### config.mk
export PLATFORM = sky130hd
export DESIGN_NAME = bus_interface_unit
export DESIGN_NICKNAME = d
export VERILOG_FILES = /design/src/biu_pkg.sv /design/src/bus_interface_unit.sv
export VERILOG_INCLUDE_DIRS = /design/src
export SDC_FILE = /design/constraint.sdc
export NUM_CORES = 1
export LEC_CHECK = 0
export ABC_AREA = 1
export BUFFER_PORTS_ARGS = -buffer_cell sky130_fd_sc_hd__buf_2
export CORE_MARGIN = 2
export CORE_UTILIZATION = 30
export CTS_CLUSTER_SIZE = 30
export DETAILED_ROUTE_END_ITERATION = 12
export PLACE_DENSITY = 0.57
export SLEW_MARGIN = 30
export SYNTH_ARGS = -nofsm -noshare
export SYNTH_HDL_FRONTEND = slang
export SYNTH_SLANG_ARGS = --single-unit
### constraint.sdc
create_clock -name clk -period 4.82 [get_ports clk]
set_input_delay 1.446 -clock clk [delete_from_list [all_inputs] [get_ports clk]]
set_output_delay 1.446 -clock clk [all_outputs]
set_load 0.01 [all_outputs]
### src/biu_defs.svh
// Constants for the byte-wide bus interface unit.
// Included by the package and the unit; definitions only.
`ifndef BIU_DEFS_SVH
`define BIU_DEFS_SVH
`define QUEUE_DEPTH 3'h4
`define WORD_EXTRA_CYCLES 3'h4
`define ST_IRQ_ACK 3'h0
`define ST_IO_READ 3'h1
`define ST_IO_WRITE 3'h2
`define ST_HALT 3'h3
`define ST_CODE_READ 3'h4
`define ST_DATA_READ 3'h5
`define ST_DATA_WRITE 3'h6
`define ST_PASSIVE 3'h7
`define VECTOR_SHIFT 2
`endif

### src/biu_pkg.sv
// Types for the byte-wide bus interface unit.
// Assumes biu_defs.svh is on the include path.
`include "biu_defs.svh"
package biu_pkg;
	typedef enum logic [2:0] {
		REQ_NONE, REQ_MEM_RD, REQ_MEM_WR, REQ_IO_RD, REQ_IO_WR, REQ_HALT
	} req_kind_t;
	typedef struct packed {
		logic [19:0] addr;
		logic [15:0] wdata;
		logic word;
		req_kind_t kind;
	} exec_req_t;
	typedef struct packed {
		logic addr_latch;
		logic io_select;
		logic xcvr_direction;
		logic xcvr_output_enable;
		logic min_cfg_status_copy;
		logic rd_strobe;
		logic wr_strobe;
		logic irq_ack_strobe;
	} min_ctl_t;
	typedef struct packed {
		logic cycle_status_hi;
		logic cycle_status_mid;
		logic cycle_status_lo;
		logic bus_lock;
	} max_ctl_t;
endpackage

### src/bus_interface_unit.sv
// Byte-wide bus interface unit: prefetch queue, byte cycles, status.
// Assumes execution-side requests on clk and external pins synchronised.
// Function
// - Low mode strap selects maximum mode; latch/transceiver controls left external.
// - Maximum mode drives three status lines coding each cycle type.
// - Each 16-bit operand moves as two consecutive byte cycles; an interrupt taken at the first byte's T4 replaces the second byte.
// - Prefetched code bytes sit in a four-byte queue.
// - Fetch a code byte whenever one queue byte is free.
// - Word access costs four clocks more than a single byte access.
// - Upper address lines are outputs held for the whole cycle.
// - No upper byte select output exists.
// - Minimum mode outputs status bit zero copy for full status.
// - Memory/IO select is high for IO, low for memory.
// - Minimum mode delays the halt address strobe by one clock.
// - Maskable interrupt runs two acknowledge cycles; type byte times four.
// - Maximum mode lock from T2 of first to T2 of second acknowledge, and again from the clock after T3 of the second through its T4.
// - Cycle starts with strobe and address in T1, removed in T2.
`timescale 1ns/100ps
`include "biu_defs.svh"
module bus_interface_unit (
	input wire logic clk,
	input wire logic sys_rst,
	input wire logic config_strap,
	input wire logic ready,
	input wire logic irq_req,
	input wire logic flush,
	input wire logic [19:0] fetch_addr,
	input wire biu_pkg::exec_req_t exec_req,
	input wire logic exec_valid,
	output logic exec_done,
	output logic [15:0] exec_rdata,
	output logic [9:0] vector_ptr,
	output logic vector_valid,
	input wire logic queue_pop,
	output logic [7:0] queue_byte,
	output logic queue_valid,
	input wire logic [7:0] muxed_addr_data_in,
	output logic [7:0] muxed_addr_data_out,
	output logic muxed_addr_data_oe,
	output logic [3:0] addr_hi_status,
	output logic [7:0] upper_addr_lines,
	output biu_pkg::min_ctl_t min_ctl,
	output biu_pkg::max_ctl_t max_ctl
);
	typedef enum logic [2:0] {T_IDLE, T_1, T_2, T_3, T_W, T_4, T_HALT} tstate_t;
	tstate_t tst, next_tst;
	// Synchronised pins
	logic strap_s0, strap_s1, rdy_s0, rdy_s1, irq_s0, irq_s1;
	logic [7:0] din_s0, din_s1;
	// Prefetch queue
	logic [7:0] q_mem [0:3];
	logic [1:0] q_rd, q_wr;
	logic [2:0] q_cnt, q_pend;
	// Current cycle
	logic [2:0] cyc_code;
	logic [19:0] cyc_addr;
	logic [7:0] cyc_wbyte;
	logic cyc_second, cyc_is_fetch, cyc_is_exec, cyc_ack, ack_second;
	logic halt_delay, halted, exec_busy, ack_pending;
	// Capture stage, one clock after T4
	// Pin data passes two flops, so T4 sees the bus of T2; the clock
	// after T4 sees the bus of T3, while the strobe is still honoured.
	logic cap_fetch, cap_exec_last, cap_low, cap_vec, cap_read;
	logic [7:0] rlow;
	logic [19:0] next_addr;
	logic [2:0] next_code;

	always_ff @(posedge clk) begin
		strap_s0 <= config_strap;
		strap_s1 <= strap_s0;
		rdy_s0 <= ready;
		rdy_s1 <= rdy_s0;
		irq_s0 <= irq_req;
		irq_s1 <= irq_s0;
		din_s0 <= muxed_addr_data_in;
		din_s1 <= din_s0;
	end

	wire max_mode = ~strap_s1;
	wire q_room = (q_cnt + q_pend) < `QUEUE_DEPTH;
	wire take_irq = irq_s1 & ~cyc_ack & ~ack_pending;
	// Done pulse blocks a relaunch while the requester still holds valid
	wire exec_go = exec_valid & ~exec_busy & ~exec_done & ~halted;
	wire is_read = (cyc_code != `ST_IO_WRITE) && (cyc_code != `ST_DATA_WRITE);
	wire cyc_end = (tst == T_4);
	// Word operand needs another byte cycle
	wire more_bytes = cyc_is_exec & exec_req.word & ~cyc_second;
	wire start_irq = take_irq | (cyc_ack & cyc_end & ~ack_second);
	wire start_exec = exec_go | (more_bytes & cyc_end);
	wire start_fetch = q_room & ~flush;
	wire [2:0] exec_code =
		(exec_req.kind == biu_pkg::REQ_MEM_RD) ? `ST_DATA_READ :
		(exec_req.kind == biu_pkg::REQ_MEM_WR) ? `ST_DATA_WRITE :
		(exec_req.kind == biu_pkg::REQ_IO_RD) ? `ST_IO_READ :
		(exec_req.kind == biu_pkg::REQ_IO_WR) ? `ST_IO_WRITE :
		`ST_HALT;
	wire second_sel = more_bytes & cyc_end;
	wire [19:0] exec_addr = second_sel ? cyc_addr + 20'h1 : exec_req.addr;
	wire [7:0] exec_wbyte = second_sel ? exec_req.wdata[15:8] :
		exec_req.wdata[7:0];
	wire pick_irq = start_irq;
	wire pick_exec = ~pick_irq & start_exec;
	wire pick_fetch = ~pick_irq & ~pick_exec & start_fetch;
	wire can_start = (tst == T_IDLE) | cyc_end;
	wire launch = can_start & (pick_irq | pick_exec | pick_fetch);
	wire go_halt = launch & pick_exec & (exec_code == `ST_HALT);

	always_comb begin
		next_tst = tst;
		unique case (tst)
			T_IDLE, T_4: begin
				if (go_halt) begin
					next_tst = T_HALT;
				end else if (launch) begin
					next_tst = T_1;
				end else begin
					next_tst = T_IDLE;
				end
			end
			T_1: next_tst = T_2;
			T_2: next_tst = T_3;
			T_3, T_W: next_tst = rdy_s1 ? T_4 : T_W;
			T_HALT: next_tst = take_irq ? T_IDLE : T_HALT;
		endcase
	end

	always_comb begin
		next_code = `ST_CODE_READ;
		// Fetch address counts from the queue head
		next_addr = fetch_addr + {17'h0, 3'(q_cnt + q_pend)};
		if (pick_irq) begin
			next_code = `ST_IRQ_ACK;
			next_addr = 20'h0;
		end else if (pick_exec) begin
			next_code = exec_code;
			next_addr = exec_addr;
		end
	end

	always_ff @(posedge clk) begin
		if (sys_rst) begin
			tst <= T_IDLE;
			cyc_code <= `ST_PASSIVE;
			cyc_addr <= 20'h0;
			cyc_wbyte <= 8'h0;
			cyc_second <= 1'b0;
			cyc_is_fetch <= 1'b0;
			cyc_is_exec <= 1'b0;
			cyc_ack <= 1'b0;
			ack_second <= 1'b0;
			ack_pending <= 1'b0;
			exec_busy <= 1'b0;
			halted <= 1'b0;
			halt_delay <= 1'b0;
			rlow <= 8'h0;
			cap_fetch <= 1'b0;
			cap_exec_last <= 1'b0;
			cap_low <= 1'b0;
			cap_vec <= 1'b0;
			cap_read <= 1'b0;
		end else begin
			cap_fetch <= cyc_end & cyc_is_fetch;
			cap_exec_last <= cyc_end & cyc_is_exec & ~more_bytes;
			cap_low <= cyc_end & cyc_is_exec & ~cyc_second;
			cap_vec <= cyc_end & ack_second;
			cap_read <= is_read;
			tst <= next_tst;
			halt_delay <= go_halt & ~max_mode;
			if (go_halt) begin
				halted <= 1'b1;
				cyc_code <= `ST_HALT;
			end else if (tst == T_HALT && take_irq) begin
				halted <= 1'b0;
			end
			if (launch & ~go_halt) begin
				cyc_code <= next_code;
				cyc_addr <= next_addr;
				cyc_wbyte <= exec_wbyte;
				cyc_second <= pick_exec & second_sel;
				cyc_is_fetch <= pick_fetch;
				cyc_is_exec <= pick_exec;
				cyc_ack <= pick_irq;
				ack_second <= pick_irq & cyc_ack;
				ack_pending <= pick_irq & ~cyc_ack;
			end else if (cyc_end) begin
				cyc_code <= `ST_PASSIVE;
				cyc_is_fetch <= 1'b0;
				cyc_is_exec <= 1'b0;
				cyc_ack <= 1'b0;
				ack_second <= 1'b0;
			end
			if (cyc_end & ack_second) begin
				ack_pending <= 1'b0;
			end
			if (launch & pick_exec & ~go_halt) begin
				exec_busy <= 1'b1;
			end else if (cap_exec_last) begin
				exec_busy <= 1'b0;
			end
			if (cap_low) begin
				rlow <= din_s1;
			end
		end
	end

	// Queue storage and pointers
	wire q_push = cap_fetch & ~flush;
	wire q_take = queue_pop & (q_cnt != 3'h0);
	always_ff @(posedge clk) begin
		if (sys_rst | flush) begin
			q_rd <= 2'h0;
			q_wr <= 2'h0;
			q_cnt <= 3'h0;
			q_pend <= 3'h0;
		end else begin
			if (q_push) begin
				q_mem[q_wr] <= din_s1;
				q_wr <= q_wr + 2'h1;
			end
			if (q_take) begin
				q_rd <= q_rd + 2'h1;
			end
			q_cnt <= q_cnt + {2'h0, q_push} - {2'h0, q_take};
			q_pend <= q_pend + {2'h0, launch & pick_fetch} -
				{2'h0, q_push};
		end
	end

	// Registered outputs
	wire in_cyc = (tst != T_IDLE) && (tst != T_HALT);
	wire ale_now = (next_tst == T_1) | halt_delay;
	// Strobes run T3 to T4, ending before the next T1, so they never overlap the next address
	wire strobe_win = (tst == T_2) | (tst == T_3) | (tst == T_W);
	always_ff @(posedge clk) begin
		if (sys_rst) begin
			exec_done <= 1'b0;
			exec_rdata <= 16'h0;
			vector_ptr <= 10'h0;
			vector_valid <= 1'b0;
			queue_byte <= 8'h0;
			queue_valid <= 1'b0;
			muxed_addr_data_out <= 8'h0;
			muxed_addr_data_oe <= 1'b0;
			addr_hi_status <= 4'h0;
			upper_addr_lines <= 8'h0;
			min_ctl <= '0;
			max_ctl <= {3'h7, 1'b0};
		end else begin
			exec_done <= cap_exec_last;
			if (cap_exec_last & cap_read) begin
				exec_rdata <= exec_req.word ? {din_s1, rlow} :
					{8'h0, din_s1};
			end
			vector_valid <= cap_vec;
			if (cap_vec) begin
				vector_ptr <= {din_s1, 2'h0};
			end
			queue_valid <= (q_cnt != 3'h0) & ~q_take;
			queue_byte <= q_mem[q_take ? q_rd + 2'h1 : q_rd];
			// Address in T1, data or float after
			if (next_tst == T_1) begin
				muxed_addr_data_out <= next_addr[7:0];
				muxed_addr_data_oe <= ~pick_irq;
				upper_addr_lines <= next_addr[15:8];
				addr_hi_status <= next_addr[19:16];
			end else if (next_tst == T_2) begin
				muxed_addr_data_out <= cyc_wbyte;
				muxed_addr_data_oe <= ~is_read;
			end else if (next_tst == T_IDLE) begin
				muxed_addr_data_oe <= 1'b0;
			end
			min_ctl.addr_latch <= ~max_mode & ale_now & ~go_halt;
			min_ctl.io_select <= ~max_mode & ~cyc_code[2];
			min_ctl.xcvr_direction <= ~max_mode & ~is_read;
			min_ctl.xcvr_output_enable <= ~max_mode & in_cyc &
				(tst != T_1) & ~cyc_ack;
			min_ctl.min_cfg_status_copy <= ~max_mode & cyc_code[0];
			min_ctl.rd_strobe <= ~max_mode & strobe_win &
				is_read & ~cyc_ack & (cyc_code != `ST_HALT);
			min_ctl.wr_strobe <= ~max_mode & strobe_win & ~is_read;
			min_ctl.irq_ack_strobe <= ~max_mode & cyc_ack & strobe_win;
			// Status passive when not in max mode
			{max_ctl.cycle_status_hi, max_ctl.cycle_status_mid,
				max_ctl.cycle_status_lo} <= max_mode ?
				(launch ? next_code : cyc_end ? `ST_PASSIVE : cyc_code) :
				`ST_PASSIVE;
			max_ctl.bus_lock <= max_mode & cyc_ack &
				((~ack_second & tst == T_1) | (tst == T_2 & ~ack_second) |
				(tst == T_3) | (tst == T_W) | (tst == T_4 & ~ack_second) |
				(ack_second & tst == T_1));
		end
	end
	// each extra byte cycle is four clocks, T1 to T4
	// no upper byte select port is provided
endmodule // bus_interface_unit

==> flow_metrics.tcl <==
set metrics [dict create \
    crit_type "input pin to register" \
    crit_fanout 42 \
    p_leak_nw 4.663 \
    cts_tree "done" \
    dp_hpwl_um 17980 \
    grt_use_total 0.1639 \
    layout_setup_ws_ns 1.413 \
    routed_wl_um 24690 \
    place_congestion 0.9062 \
    setup.worst_path.end_class "register" \
    die_area_mm2 0.03013 \
    pin_count 146 \
    synth_top_area_cell "dfxtp_1" \
    yosysUniqueCellTypes 44 \
    power_mw 5.153 \
    drc 0 \
    synth_area_mm2 0.008627 \
    fmax_mhz 293.5 \
    clock-root-buffer "clkbuf_16" \
    layout.nets 1354 \
    postCtsSetupBuffers 0 \
    grt-ovfl-total 0 \
    viasPerCell 4.660 \
    die_h_um 173.6 \
    cp-start-kind "input pin" \
    relSlewSlack 0.3885 \
    cts_resized 0 \
    hold_start "din_s0[4]$_DFF_P_" \
    ant_nets 0 \
    post-route-min-period_ns 3.407 \
    grt_setup_unrepaired "false" \
    drive_above_1_share 0.1695 \
    finalSetupTns_ns 0 \
    fill_cells 3081 \
    syn_area_per_cell_um2 7.608 \
    synthArstFlopShare 0 \
    vias 7731 \
    slew_viol_final 0 \
    synth-edff-count 32 \
    crit_path_start "exec_req[3]" \
    reg2reg_to "addr_hi_status[1]$_SDFFE_PP0N_" \
    r2r_cells 18 \
    cts.sinks 188 \
    drt_first_pass_iters 5 \
    grt_pass1_vias 7352 \
    initial_utilization 0.3022 \
    final_cell_mix "281 x nand2_1, 156 x dfxtp_1, 143 x buf_2, 142 x nor2_1, 113 x inv_1" \
    seq_area_frac_synth 0.4734 \
    antenna_found_initial 1 \
    fin_crit_sh 0.7068 \
    grt_max_degree 53 \
    yosysTopAreaCellShare 0.3620 \
    die_w_um 173.6 \
    critical_path_arrival_ns 3.79 \
    setup_viol 0 \
    htreeDepth 4 \
    regToRegSetupSlack_ns 1.76 \
    yosys_warnings 0 \
    drtIter0Drc 566 \
    hold_buffers 0 \
    p_per_area_mw_per_mm2 499.2 \
    r2r_start "q_cnt[1]$_SDFF_PP0_" \
    areaGrowthSynthToFinish_pct 19.65 \
    min_path_type "register to register" \
    port_buffers 143 \
    hold_depth 0 \
    synth_cells 1134 \
    status "complete, no violations" \
    required_ns 5.20 \
    clk_latency_ns 0.45 \
    tightest_slew_ns 0.9151 \
    min_to "din_s1[4]$_DFF_P_" \
    synth_flop_cell "dfxtp_1" \
    hold_viol_final 0 \
    finClkSkew_ns 0.01464 \
    grt_pass1_wl_um 39050 \
    clockBufferDepth 2 \
    cap_violations 0 \
    synth_area_leaders "dfxtp_1 36%, nand2_1 12%, edfxtp_1 11%, nor2_1 6.2%, nand3_1 5.3%" \
    wl_per_cell_um 14.88 \
    clkTransAtPathRegs_ns 0.09 \
    fp.coreArea_mm2 0.02855 \
    place_ws_ns 0.9463 \
    ir_worst_vdd_v 0.0002616 \
    numCtsBuffers 17 \
    rows 62 \
    synth_seq_cells 188 \
    final_common_cell "nand2_1" \
]
registers in the layout, summed over array words and instances, names as in the netlist, 8 cells and up:
register	flops
queue_byte	8
cyc_wbyte	8
q_mem	32
upper_addr_lines	8
min_ctl	8
exec_rdata	16
vector_ptr	8
rlow	8
din_s1	8
din_s0	8
cyc_addr	20
muxed_addr_data_out	8
Yosys cell counts, types with 4 or more instances:
master / number
nor2_4: 4
a21oi_1: 70
xor2_1: 6
dfxtp_1: 156
buf_2: 15
o21ai_0: 65
o211ai_1: 24
edfxtp_1: 32
xnor2_1: 7
nor3_1: 11
ha_1: 13
nand4_1: 11
nor2_2: 6
inv_1: 113
buf_6: 7
nand3_1: 91
fa_1: 4
nand2_2: 7
nand2_1: 281
clkinv_1: 4
o21bai_1: 7
nand3b_1: 10
nor2_1: 142
clkbuf_1: 15
buf_4: 4
kinds of logic after synthesis:
family                     count (synthesis)  synth area share
adders and majority gates                 17           0.02814
AOI/OAI and AO/OA                        173            0.1111
xor gates and xnor gates                  15           0.01697
other                                      1         0.0004347
and+or+nand+nor                          575            0.2875
DFF                                      188            0.4734
buffers and inverters                    165           0.08252
area by class of cell:
type,instances,area (um2),share of cell area
flip-flops and latches,188,4084,0.3956
multi-input cells,782,3846,0.3726
repair buffers,151,775.7,0.07515
well taps,384,480.5,0.04655
inverters,121,459.2,0.04448
clock buffers,17,425.4,0.04121
clock inverters,15,249.0,0.02412
diodes,1,2.502,0.0002424
layer usage:
metal	track usage	wire length, um	up-vias
li1	-	-	3930
met1	0.2299	12120	3555
met2	0.2485	10640	208
met3	0.03246	1278	38
met4	0.06338	651	0
met5	0	0	-
worst max path at each step:
stage               cells after the start  slack [ns]                         to
finish                                 11        1.41  cyc_addr[17]$_SDFFE_PP0P_
global route                           11        1.11  cyc_addr[17]$_SDFFE_PP0P_
CTS                                    11        1.42  cyc_addr[17]$_SDFFE_PP0P_
detailed placement                     12        0.95  cyc_addr[14]$_SDFFE_PP0P_
global placement                       11        0.97  cyc_addr[17]$_SDFFE_PP0P_
floorplan                              13        1.26       q_pend[2]$_SDFF_PP0_
worst max-delay path, cell delays in order:
cell and delay, ns:
buf_2 0.21, nand3_1 0.16, inv_1 0.09, nand2_4 0.29, nand2_2 0.13, nand3_2 0.12, nor2_4 0.05, nor2_4 0.69
buf_4 0.34, o21ai_0 0.10, a21oi_1 0.13
through the flow:
step                      cells  cell area, um2  hold WS (ns)    util
after floorplan            1135            8631        0.3096       -
after global placement     1626            9634        0.3108  0.3375
after detailed placement   1626            9646        0.3143  0.3379
after CTS                  1658           10320        0.3347  0.3615
after global routing       1659           10320        0.3442  0.3616
final                      1659           10320        0.3355  0.3616
power by group:
part	switching [mW]	total (mW)	internal [mW]
Clock	0.821	1.58	0.757
Sequential	0.215	2.06	1.85
Combinational	1.01	1.51	0.501
Total	2.05	5.15	3.11
Note: power is estimated with default switching activity, not from simulation.
